**src/common/apo_pkg.sv**
```systemverilog
// accumulator pulse output: shared constants and types
// assumes a single 250 MHz system clock; module clock is an enable pulse
//
// Behaviour
// (RL1) In fixed duty mode the output inverts on each accumulator overflow, halving the rate.
// (RL2) A zero pulse-mode select bit selects fixed duty mode.
// (RL3) In pulse mode each overflow makes the output active for one or more module clocks.
// (RL4) In pulse mode the output goes active on the first module clock after the overflow.
// (RL5) The polarity bit maps active/inactive levels as the last stage of the output path.
// (RL6) A one pulse-mode select bit selects pulse frequency mode.
// (RL7) The three-bit pulse width field picks the active length in module clock periods.
// (RL8) When the pulse width exceeds the overflow interval the output does not toggle.
// (RL9) An output transition caused by a polarity change raises the interrupt flag too; here only with module and overflow irq enables set.
// (RL10) Each accumulator overflow sets the overflow interrupt flag.
// (RL11) An interrupt is delivered only with module, module irq, peripheral and global enables set.
// (RL12) Software clears the flag; hardware never clears it by itself.
// (RL13) Any reset clears every register of the module to zero.
// (RL14) The module keeps running in sleep while its clock source is active.
// (RL15) With the internal fast oscillator selected and enabled it stays on through sleep.
// (RL16) Each module clock adds the increment, and a carry out of the top bit is an overflow.
package apo_pkg;

  // ==========================================================================
  // widths and reset values
  localparam int unsigned APO_ACC_W   = 20;
  localparam int unsigned APO_PWS_W   = 3;
  localparam int unsigned APO_DIV_W   = 8;
  localparam int unsigned APO_CNT_W   = 8;
  localparam logic        APO_LVL_RST = 1'b0;
  localparam logic [APO_CNT_W-1:0] APO_CNT_ONE = {{(APO_CNT_W-1){1'b0}}, 1'b1};

  // ==========================================================================
  // output state machine
  typedef enum logic [1:0] {
    APO_IDLE,
    APO_ACTIVE
  } apo_state_t;

endpackage : apo_pkg

```
**src/hw/apo_accum.sv**
```systemverilog
// accumulator pulse output: phase accumulator with overflow carry
// assumes a one-cycle module clock enable from the parent
`timescale 1ns/1ps

module apo_accum
  import apo_pkg::*;
#(
  parameter int unsigned ACC_W = APO_ACC_W
)
(
  // clock and reset
  input  wire logic             clk,
  input  wire logic             rst_n,
  // control
  input  wire logic             tick,
  input  wire logic             run,
  input  wire logic [ACC_W-1:0] increment,
  // result
  output logic      [ACC_W-1:0] acc_value,
  output logic                  overflow
);

  logic [ACC_W:0] sum;

  assign sum = {1'b0, acc_value} + {1'b0, increment};

  always_ff @(posedge clk or negedge rst_n)
  begin
    if (!rst_n)
    begin
      acc_value <= '0;                                     // RL13
      overflow  <= 1'b0;
    end
    else
    begin
      overflow <= 1'b0;
      if (tick && run)
      begin
        acc_value <= sum[ACC_W-1:0];                       // RL16
        overflow  <= sum[ACC_W];                           // RL16
      end
    end
  end

endmodule : apo_accum

```
**src/hw/apo_top.sv**
```systemverilog
// accumulator pulse output: top level with mode, polarity and interrupt logic
// assumes synchronous control inputs; module clock comes from a divider enable
`timescale 1ns/1ps

module apo_top
  import apo_pkg::*;
#(
  parameter int unsigned ACC_W = APO_ACC_W,
  parameter int unsigned DIV_W = APO_DIV_W
)
(
  // clock and reset
  input  wire logic             SYS_CLK,
  input  wire logic             RST_N,
  // module clock source: divide ratio minus one, and source alive
  input  wire logic [DIV_W-1:0] MODULE_CLK_DIV,
  input  wire logic             CLK_SOURCE_ACTIVE,
  input  wire logic             FAST_OSC_SELECT,
  input  wire logic             SLEEP,
  // control bits
  input  wire logic             MODULE_ENABLE,
  input  wire logic             PULSE_MODE_SELECT,
  input  wire logic             OUTPUT_POLARITY,
  input  wire logic [2:0]       PULSE_WIDTH_SELECT,
  input  wire logic [ACC_W-1:0] INCREMENT,
  // interrupt enables and flag clear
  input  wire logic             OVERFLOW_IRQ_ENABLE,
  input  wire logic             PERIPHERAL_IRQ_ENABLE,
  input  wire logic             GLOBAL_IRQ_ENABLE,
  input  wire logic             OVERFLOW_IRQ_FLAG_CLR,
  // results
  output logic                  OSCILLATOR_OUTPUT,
  output logic                  OVERFLOW_IRQ_FLAG,
  output logic                  IRQ,
  output logic                  FAST_OSC_KEEP_ON,
  output logic      [ACC_W-1:0] ACC_VALUE
);

  // ==========================================================================
  // module clock divider
  logic [DIV_W-1:0] div_reg;
  logic             tick;
  logic             run;
  logic             div_last;

  // sleep is deliberately not a term: the module ignores the system clock state
  assign run      = MODULE_ENABLE && CLK_SOURCE_ACTIVE;             // RL14
  // divider restarts while stopped, so the first tick after enable is a full period
  assign div_last = (div_reg == MODULE_CLK_DIV);
  assign tick     = run && div_last;
  assign FAST_OSC_KEEP_ON = MODULE_ENABLE && FAST_OSC_SELECT;      // RL15

  always_ff @(posedge SYS_CLK or negedge RST_N)
  begin
    if (!RST_N)
      div_reg <= '0;
    else if (!run || tick)
      div_reg <= '0;
    else
      div_reg <= div_reg + 1'b1;
  end

  // ==========================================================================
  // accumulator
  logic accumulator_overflow;

  apo_accum #(
    .ACC_W     (ACC_W)
  ) u_accum (
    .clk       (SYS_CLK),
    .rst_n     (RST_N),
    .tick      (tick),
    .run       (run),
    .increment (INCREMENT),
    .acc_value (ACC_VALUE),
    .overflow  (accumulator_overflow)
  );

  // ==========================================================================
  // output generation, before polarity
  apo_state_t             state_reg;
  apo_state_t             state_next;
  logic                   level_reg;
  logic                   level_next;
  logic [APO_CNT_W-1:0]   width_reg;
  logic [APO_CNT_W-1:0]   width_next;
  logic [APO_CNT_W-1:0]   width_len;
  logic                   pend_reg;
  logic                   pend_next;
  logic                   pulse_start;
  logic                   width_done;

  // width field gives 2^n module clock periods
  assign width_len   = APO_CNT_ONE << PULSE_WIDTH_SELECT;           // RL7
  // the pulse waits for the first module clock after the overflow
  assign pulse_start = tick && pend_reg;                            // RL4
  // last module clock of the pulse
  assign width_done  = tick && (width_reg == '0);

  always_comb
  begin
    state_next = state_reg;
    level_next = level_reg;
    width_next = width_reg;
    pend_next  = pend_reg || accumulator_overflow;
    if (!PULSE_MODE_SELECT)                                         // RL2
    begin
      state_next = APO_IDLE;
      pend_next  = 1'b0;
      if (accumulator_overflow)
        level_next = ~level_reg;                                    // RL1
    end
    else                                                            // RL6
    begin
      unique case (state_reg)
        APO_IDLE:
        begin
          level_next = APO_LVL_RST;
          if (pulse_start)                                          // RL4
          begin
            state_next = APO_ACTIVE;
            level_next = 1'b1;                                      // RL3
            width_next = width_len - APO_CNT_ONE;
            pend_next  = accumulator_overflow;
          end
        end
        APO_ACTIVE:
        begin
          // overflows inside the pulse are swallowed, so it never re-toggles
          pend_next = 1'b0;                                         // RL8
          if (width_done)
          begin
            state_next = APO_IDLE;
            level_next = APO_LVL_RST;                               // RL3
          end
          else if (tick)
            width_next = width_reg - APO_CNT_ONE;
        end
      endcase
    end
  end

  always_ff @(posedge SYS_CLK or negedge RST_N)
  begin
    if (!RST_N)
    begin
      state_reg <= APO_IDLE;                                        // RL13
      level_reg <= APO_LVL_RST;
      width_reg <= '0;
      pend_reg  <= 1'b0;
    end
    else
    begin
      state_reg <= state_next;
      level_reg <= level_next;
      width_reg <= width_next;
      pend_reg  <= pend_next;
    end
  end

  // ==========================================================================
  // polarity stage, last in the output path
  logic out_next;
  logic out_reg;
  logic pol_reg;
  logic pol_changed;
  logic out_changes;

  assign out_next    = level_next ^ OUTPUT_POLARITY;                // RL5
  assign out_changes = (out_next != out_reg);
  // previous polarity held in a flop, so the compare stays plain logic
  assign pol_changed = (OUTPUT_POLARITY != pol_reg);

  always_ff @(posedge SYS_CLK or negedge RST_N)
  begin
    if (!RST_N)
      out_reg <= 1'b0;                                              // RL13
    else
      out_reg <= out_next;
  end

  always_ff @(posedge SYS_CLK or negedge RST_N)
  begin
    if (!RST_N)
      pol_reg <= 1'b0;
    else
      pol_reg <= OUTPUT_POLARITY;
  end

  // ==========================================================================
  // interrupt flag and request gate
  logic flag_reg;
  logic ovf_set;
  logic pol_set;
  logic flag_set;
  logic irq_gate;

  // every overflow flags, in either mode
  assign ovf_set  = accumulator_overflow;                           // RL10
  // a polarity flip only counts when it really moves the output
  assign pol_set  = MODULE_ENABLE && OVERFLOW_IRQ_ENABLE
                    && pol_changed && out_changes;                  // RL9
  assign flag_set = ovf_set || pol_set;
  assign irq_gate = MODULE_ENABLE && OVERFLOW_IRQ_ENABLE
                    && PERIPHERAL_IRQ_ENABLE && GLOBAL_IRQ_ENABLE;  // RL11

  // set beats a simultaneous software clear
  always_ff @(posedge SYS_CLK or negedge RST_N)
  begin
    if (!RST_N)
      flag_reg <= 1'b0;
    else if (flag_set)
      flag_reg <= 1'b1;
    else if (OVERFLOW_IRQ_FLAG_CLR)
      flag_reg <= 1'b0;                                             // RL12
  end

  // ==========================================================================
  // outputs
  assign OSCILLATOR_OUTPUT = out_reg;
  assign OVERFLOW_IRQ_FLAG = flag_reg;
  assign IRQ               = flag_reg && irq_gate;

endmodule : apo_top

```
**config.mk**
```make
export PLATFORM = sky130hd
export DESIGN_NAME = apo_top
export DESIGN_NICKNAME = d
export VERILOG_FILES = /design/src/common/apo_pkg.sv /design/src/hw/apo_accum.sv /design/src/hw/apo_top.sv
export SDC_FILE = /design/constraint.sdc
export NUM_CORES = 1
export LEC_CHECK = 0
export ABC_AREA = 1
export BUFFER_PORTS_ARGS = -buffer_cell sky130_fd_sc_hd__clkbuf_2
export CAP_MARGIN = 20
export CORE_ASPECT_RATIO = 0.75
export CORE_MARGIN = 2
export CORE_UTILIZATION = 56
export DETAILED_ROUTE_END_ITERATION = 6
export PLACE_DENSITY = 0.8
export SYNTH_ARGS = -nofsm -noshare
export SYNTH_HDL_FRONTEND = slang
export SYNTH_HIERARCHICAL = 1
export SYNTH_SLANG_ARGS = --single-unit
```
**constraint.sdc**
```tcl
create_clock -name SYS_CLK -period 2.16 [get_ports SYS_CLK]
set_input_delay 0.216 -clock SYS_CLK [delete_from_list [all_inputs] [get_ports SYS_CLK]]
set_output_delay 0.216 -clock SYS_CLK [all_outputs]
set_load 0.05 [all_outputs]
```
Word level (Yosys, flattened, before mapping)
Cells that the tools add are included.
{"block": "word_totals", "reg_bits": 44, "inputBits": 43, "output_inout_bits": 24, "elab_cells": 67}
{"block": "classes", "add_sub_neg": 4, "eq_ne": 9, "n_shift": 1, "n_mux": 20, "bitwise": 2, "reduce_logical": 21}
{"operator": "$mux 8", "n": 4}
{"operator": "$add 20x20->21", "n": 1}
{"operator": "$pmux 8 s2", "n": 1}
{"operator": "$sub 8x1->8 const B", "n": 2}
{"operator": "$logic_and 1x1->1", "n": 12}
{"operator": "$mux 1", "n": 9}
{"operator": "$add 8x1->8 const B", "n": 1}
{"operator": "$eq 8x8->1", "n": 1}
{"operator": "$logic_not 8->1", "n": 1}
{"operator": "$shl 1x3->8 const A", "n": 1}
{"operator": "$mux 2", "n": 3}
{"operator": "$ne 2x2->1 const B", "n": 3}
{"operator": "$ne 3x3->1 const B", "n": 2}
{"operator": "$pmux 1 s2", "n": 2}
{"operator": "$pmux 2 s2", "n": 1}
{"operator": "$reduce_and 4->1", "n": 1}
{"operator": "$logic_or 1x1->1", "n": 3}
{"operator": "$eq 2x1->1 const B", "n": 1}
{"operator": "$logic_not 2->1", "n": 1}
{"operator": "$ne 1x1->1", "n": 2}
{"operator": "$reduce_and 2->1", "n": 1}
{"operator": "$reduce_bool 2->1", "n": 1}
{"operator": "$logic_not 1->1", "n": 1}
{"operator": "$not 1->1", "n": 1}
{"operator": "$xor 1x1->1", "n": 1}

Logic depth before layout (Yosys ltp)
{"block": "depth", "ltp_word": 11, "ltp_mapped": 13, "depth_no_buf": 13}

Cells and area by module
The synthesis kept the hierarchy.
{"module": "apo_accum", "instances": 1, "cells_per_inst": 303, "area_per_inst_um2": 1981.9, "seq_area_each_um2": 525.5}
{"module": "apo_top", "instances": 1, "cells_per_inst": 188, "area_per_inst_um2": 1367.6, "seq_area_each_um2": 550.5}

Least setup slack after synthesis
Ideal clock, no wire load.
{"block": "synth_timing", "kind": "register to register", "start": "reg u_accum.acc_value[0]", "end": "reg u_accum.overflow", "setup_ns": 0.113, "t_arrival_ns": 1.886, "t_required_ns": 2.047, "slack_ns": 0.161, "stages_incl_launch_ff": 13, "path_buffers": 0, "synth_period_minus_slack_ns": 1.999, "path_cell_list": "dfrtp_1 -> ha_1 -> fa_1 -> nand3_1 -> nand3_2 -> nand2_1 -> nand2_2 -> nand2_1 -> nand2_1 -> nand2_1 -> nand2_1 -> nand2_1 -> inv_1"}
{"block": "synth_between", "elab_chain_len": 2}
{"element": "start: declaration", "line_no": "apo_accum.sv:19", "source": "output logic [ACC_W-1:0] acc_value,"}
{"element": "start signal: assignment", "line_no": "apo_accum.sv:39", "source": "acc_value <= sum[ACC_W-1:0];"}
{"element": "$add 20x20->21", "line_no": "apo_accum.sv:25", "source": "assign sum = {1'b0, acc_value} + {1'b0, increment};"}
{"element": "$mux 1", "line_no": "apo_accum.sv:37", "source": "if (tick && run)"}
{"element": "end signal: assignment", "line_no": "apo_accum.sv:40", "source": "overflow <= sum[ACC_W];"}
{"element": "end: declaration", "line_no": "apo_accum.sv:20", "source": "output logic overflow"}
Every way passes these cells.
A chain may end at the register's enable or synchronous reset.

Worst setup path after layout
Ends and elaborated chain as after synthesis.

==> metrics <==
RSZ-0062 raised after global routing false; dpl hpwl 6.42 mm; TritonCTS clock tree yes; TritonCTS Buffers 5; Clock Skew just under 0.004 ns; Residual DRC 0; r2r worst-path depth 12; vias in the first global route 2,851; number of enable flip-flop cells after synthesis 0; Diodes inserted 0; starting density of the core 57.8%; Mapped Avg Cell Area 6.82 um^2; cells after synthesis 491; H-Tree Level Count 2; Worst path most repeated cell nand2_1; P per Cell Area ~430 nW/um^2; crit-path max cell delay roughly 0.47 ns; Synth Area in Compound Gates roughly 9.0%; sequential area share after synthesis between 30% and 40%; DR pass1 iterations 5; Worst Setup EP u_accum/overflow; CP Cell Sequence ha_1, fa_1, nand3_1, nand3_2, nand2_1, nand2_2, nand2_1, nand2_1, nand2_1, nand2_1, nand2_1, inv_1; FF-to-FF Start u_accum/acc_value[0]; clk sinks 43; CP Launch Type flip-flop; Yosys reg bits between 40 and 50; io pins 67; # port buffers 65; Yosys cell types 36; crit end category flip-flop; status finished, final reports clean; gpl congestion 0.937; Max Slew Vio Count 0; Final #Nets 629; mapped cell area around 3300 um^2; clock buffer depth 2; CP max stage cell fa_1; critical path required time 2.36 ns; total track usage around a quarter; max-cap viol count 0; Post-CTS Setup Bufs 0; fmax roughly 500 MHz; via count 3,324; Post-synth top flop dfrtp_1; Clock Root Buffer clkbuf_8; Initial DRC Count 174; drt via density between 5 and 6; Setup TNS 0 ns; Slew @ Worst Pin 0.411 ns; Tcrit/Tclk final around nine tenths; reg-to-reg critical path endpoint u_accum/overflow; initial antenna violation count 0; most frequent cells in the layout nand2_1 (166), clkbuf_2 (65), inv_1 (63); Critical Path Start u_accum/acc_value[0]; largest family of logic cells by synthesized area simple AND/OR/NAND/NOR gates; Synth Area in Adders 8.82%; fin crit period 1.96 ns; Syn Nets 557; largest net degree at the start of global routing 31; Final Hold Vio Count 0; final setup fails 0; slew margin rel. between 70 and 80%; CTS resizes 0; delay-heaviest family, CP simple AND/OR/NAND/NOR gates; Simple-Gate Fraction of Synth Area a little over a third; XOR/XNOR Fraction of Synth Area under 10%; total stage count of the critical path 12; total power approximately 1.7 mW; Synth-to-Final Area Change 15.7%; Max VDD drop 0.427 mV; max reg flops 20; Buf+Inv Stages, Crit Path 1; commonest non-fill, non-tap cell in the layout nand2_1; async set-reset flop share out of synthesis 100%; Crit Path Class flip-flop to flip-flop; core footprint approximately 5800 um^2; DR WL/cell approximately 12 um; Critical Path AT around 2.2 ns; setup slack, reg-to-reg between 0.2 and 0.25 ns; mux contribution to synthesized area 0%; Post-DRT Antenna Nets 0; final WL roughly 7.9 mm; GRT overflow 0; die height 71.0 um; Total Die Area approximately 6600 um^2; die width between 90 and 100 um; share of layout cells above drive strength 1 a little under a fifth; Synth Warn # 6; crit-path max FO 5; CTS clk-pin slew, worst paths 0.09 ns; clk_lat worst skew 0.30 ns; first-pass GRT wire length between 10 and 15 mm; std cell rows 24; Lkg Pwr approximately 2.2 nW; Worst Hold Class input pin to flip-flop
-- synthesized netlist by cell type, types with 2 or more instances --
cell	number	area share, %
nand2_1	166	19
inv_1	63	7.1
dfrtp_1	43	32
nor2_1	38	4.3
nand3_1	34	5.1
a21oi_1	23	3.4
ha_1	22	8.2
xnor2_1	14	3.7
o21ai_0	10	1.5
nand2_2	7	1.3
nor3_1	7	1.0
o21ai_1	7	1.0
nor2_2	6	1.1
xor2_1	6	1.6
nand3b_1	5	1.1
nand4_1	5	0.93
o22ai_1	5	0.93
inv_2	4	0.45
nand3_2	4	1.2
buf_2	3	0.45
clkbuf_1	2	0.22
nor3b_1	2	0.45
o21bai_1	2	0.45
-- where the power goes --
part	switching, mW	internal (mW)
combinational	0.196	0.116
clock	0.292	0.226
sequential	0.0193	0.832
total	0.507	1.17
-- what timing repair did --
item                                    CTS  global route
endpoints found under the setup margin    0             0
hold buffers                              1             0
hold endpoints to repair                 13             0
-- layer usage --
metal  routed length [um]  track usage, %  vias up
li1                     -               -     1715
met1                 3960            36.8     1469
met2                 3300            36.9      130
met3                  594            4.05       10
met4                   91            6.37        0
met5                    0               0        -
-- area by class of cell --
| cell class | instances | area, um^2 |
|---|---|---|
| well taps | 78 | 97.6 |
| clock inverters | 2 | 12.5 |
| inverters | 67 | 251 |
| flip-flops and latches | 43 | 1080 |
| clock buffers | 6 | 72.6 |
| repair buffers | 70 | 365 |
| fillers | 543 | 1920 |
| multi-input cells | 376 | 2000 |
-- stage by stage --
stage	utilization, %	instances	hold slack [ns]	cell area [um^2]	worst slack, ns
2_1_floorplan	-	491	-0.0796	3350	0.161
3_3_place_gp	65.2	633	0.156	3780	0.281
3_5_place_dp	65.2	633	0.159	3780	0.247
4_1_cts	66.9	642	0.0974	3870	0.216
5_1_grt	66.9	642	0.102	3870	0.0245
6_report	66.9	642	0.101	3870	0.202
-- worst min-delay path by stage --
stage,cells past startpoint,start,to
2_1_floorplan,0,RST_N,OSCILLATOR_OUTPUT
3_3_place_gp,1,RST_N,u_accum/acc_value[3]
3_5_place_dp,1,RST_N,u_accum/acc_value[3]
4_1_cts,1,OUTPUT_POLARITY,pol_reg
5_1_grt,1,OUTPUT_POLARITY,pol_reg
6_report,1,OUTPUT_POLARITY,pol_reg
-- cell families after synthesis --
logic type / count (synthesis)
flip-flops: 43
AND/OR/NAND/NOR: 280
buffers and inverters: 72
AO/OA/AOI/OAI: 53
adder cells (fa/ha/maj): 23
XOR/XNOR: 20
No activity file was read; power rests on OpenSTA's default activity.
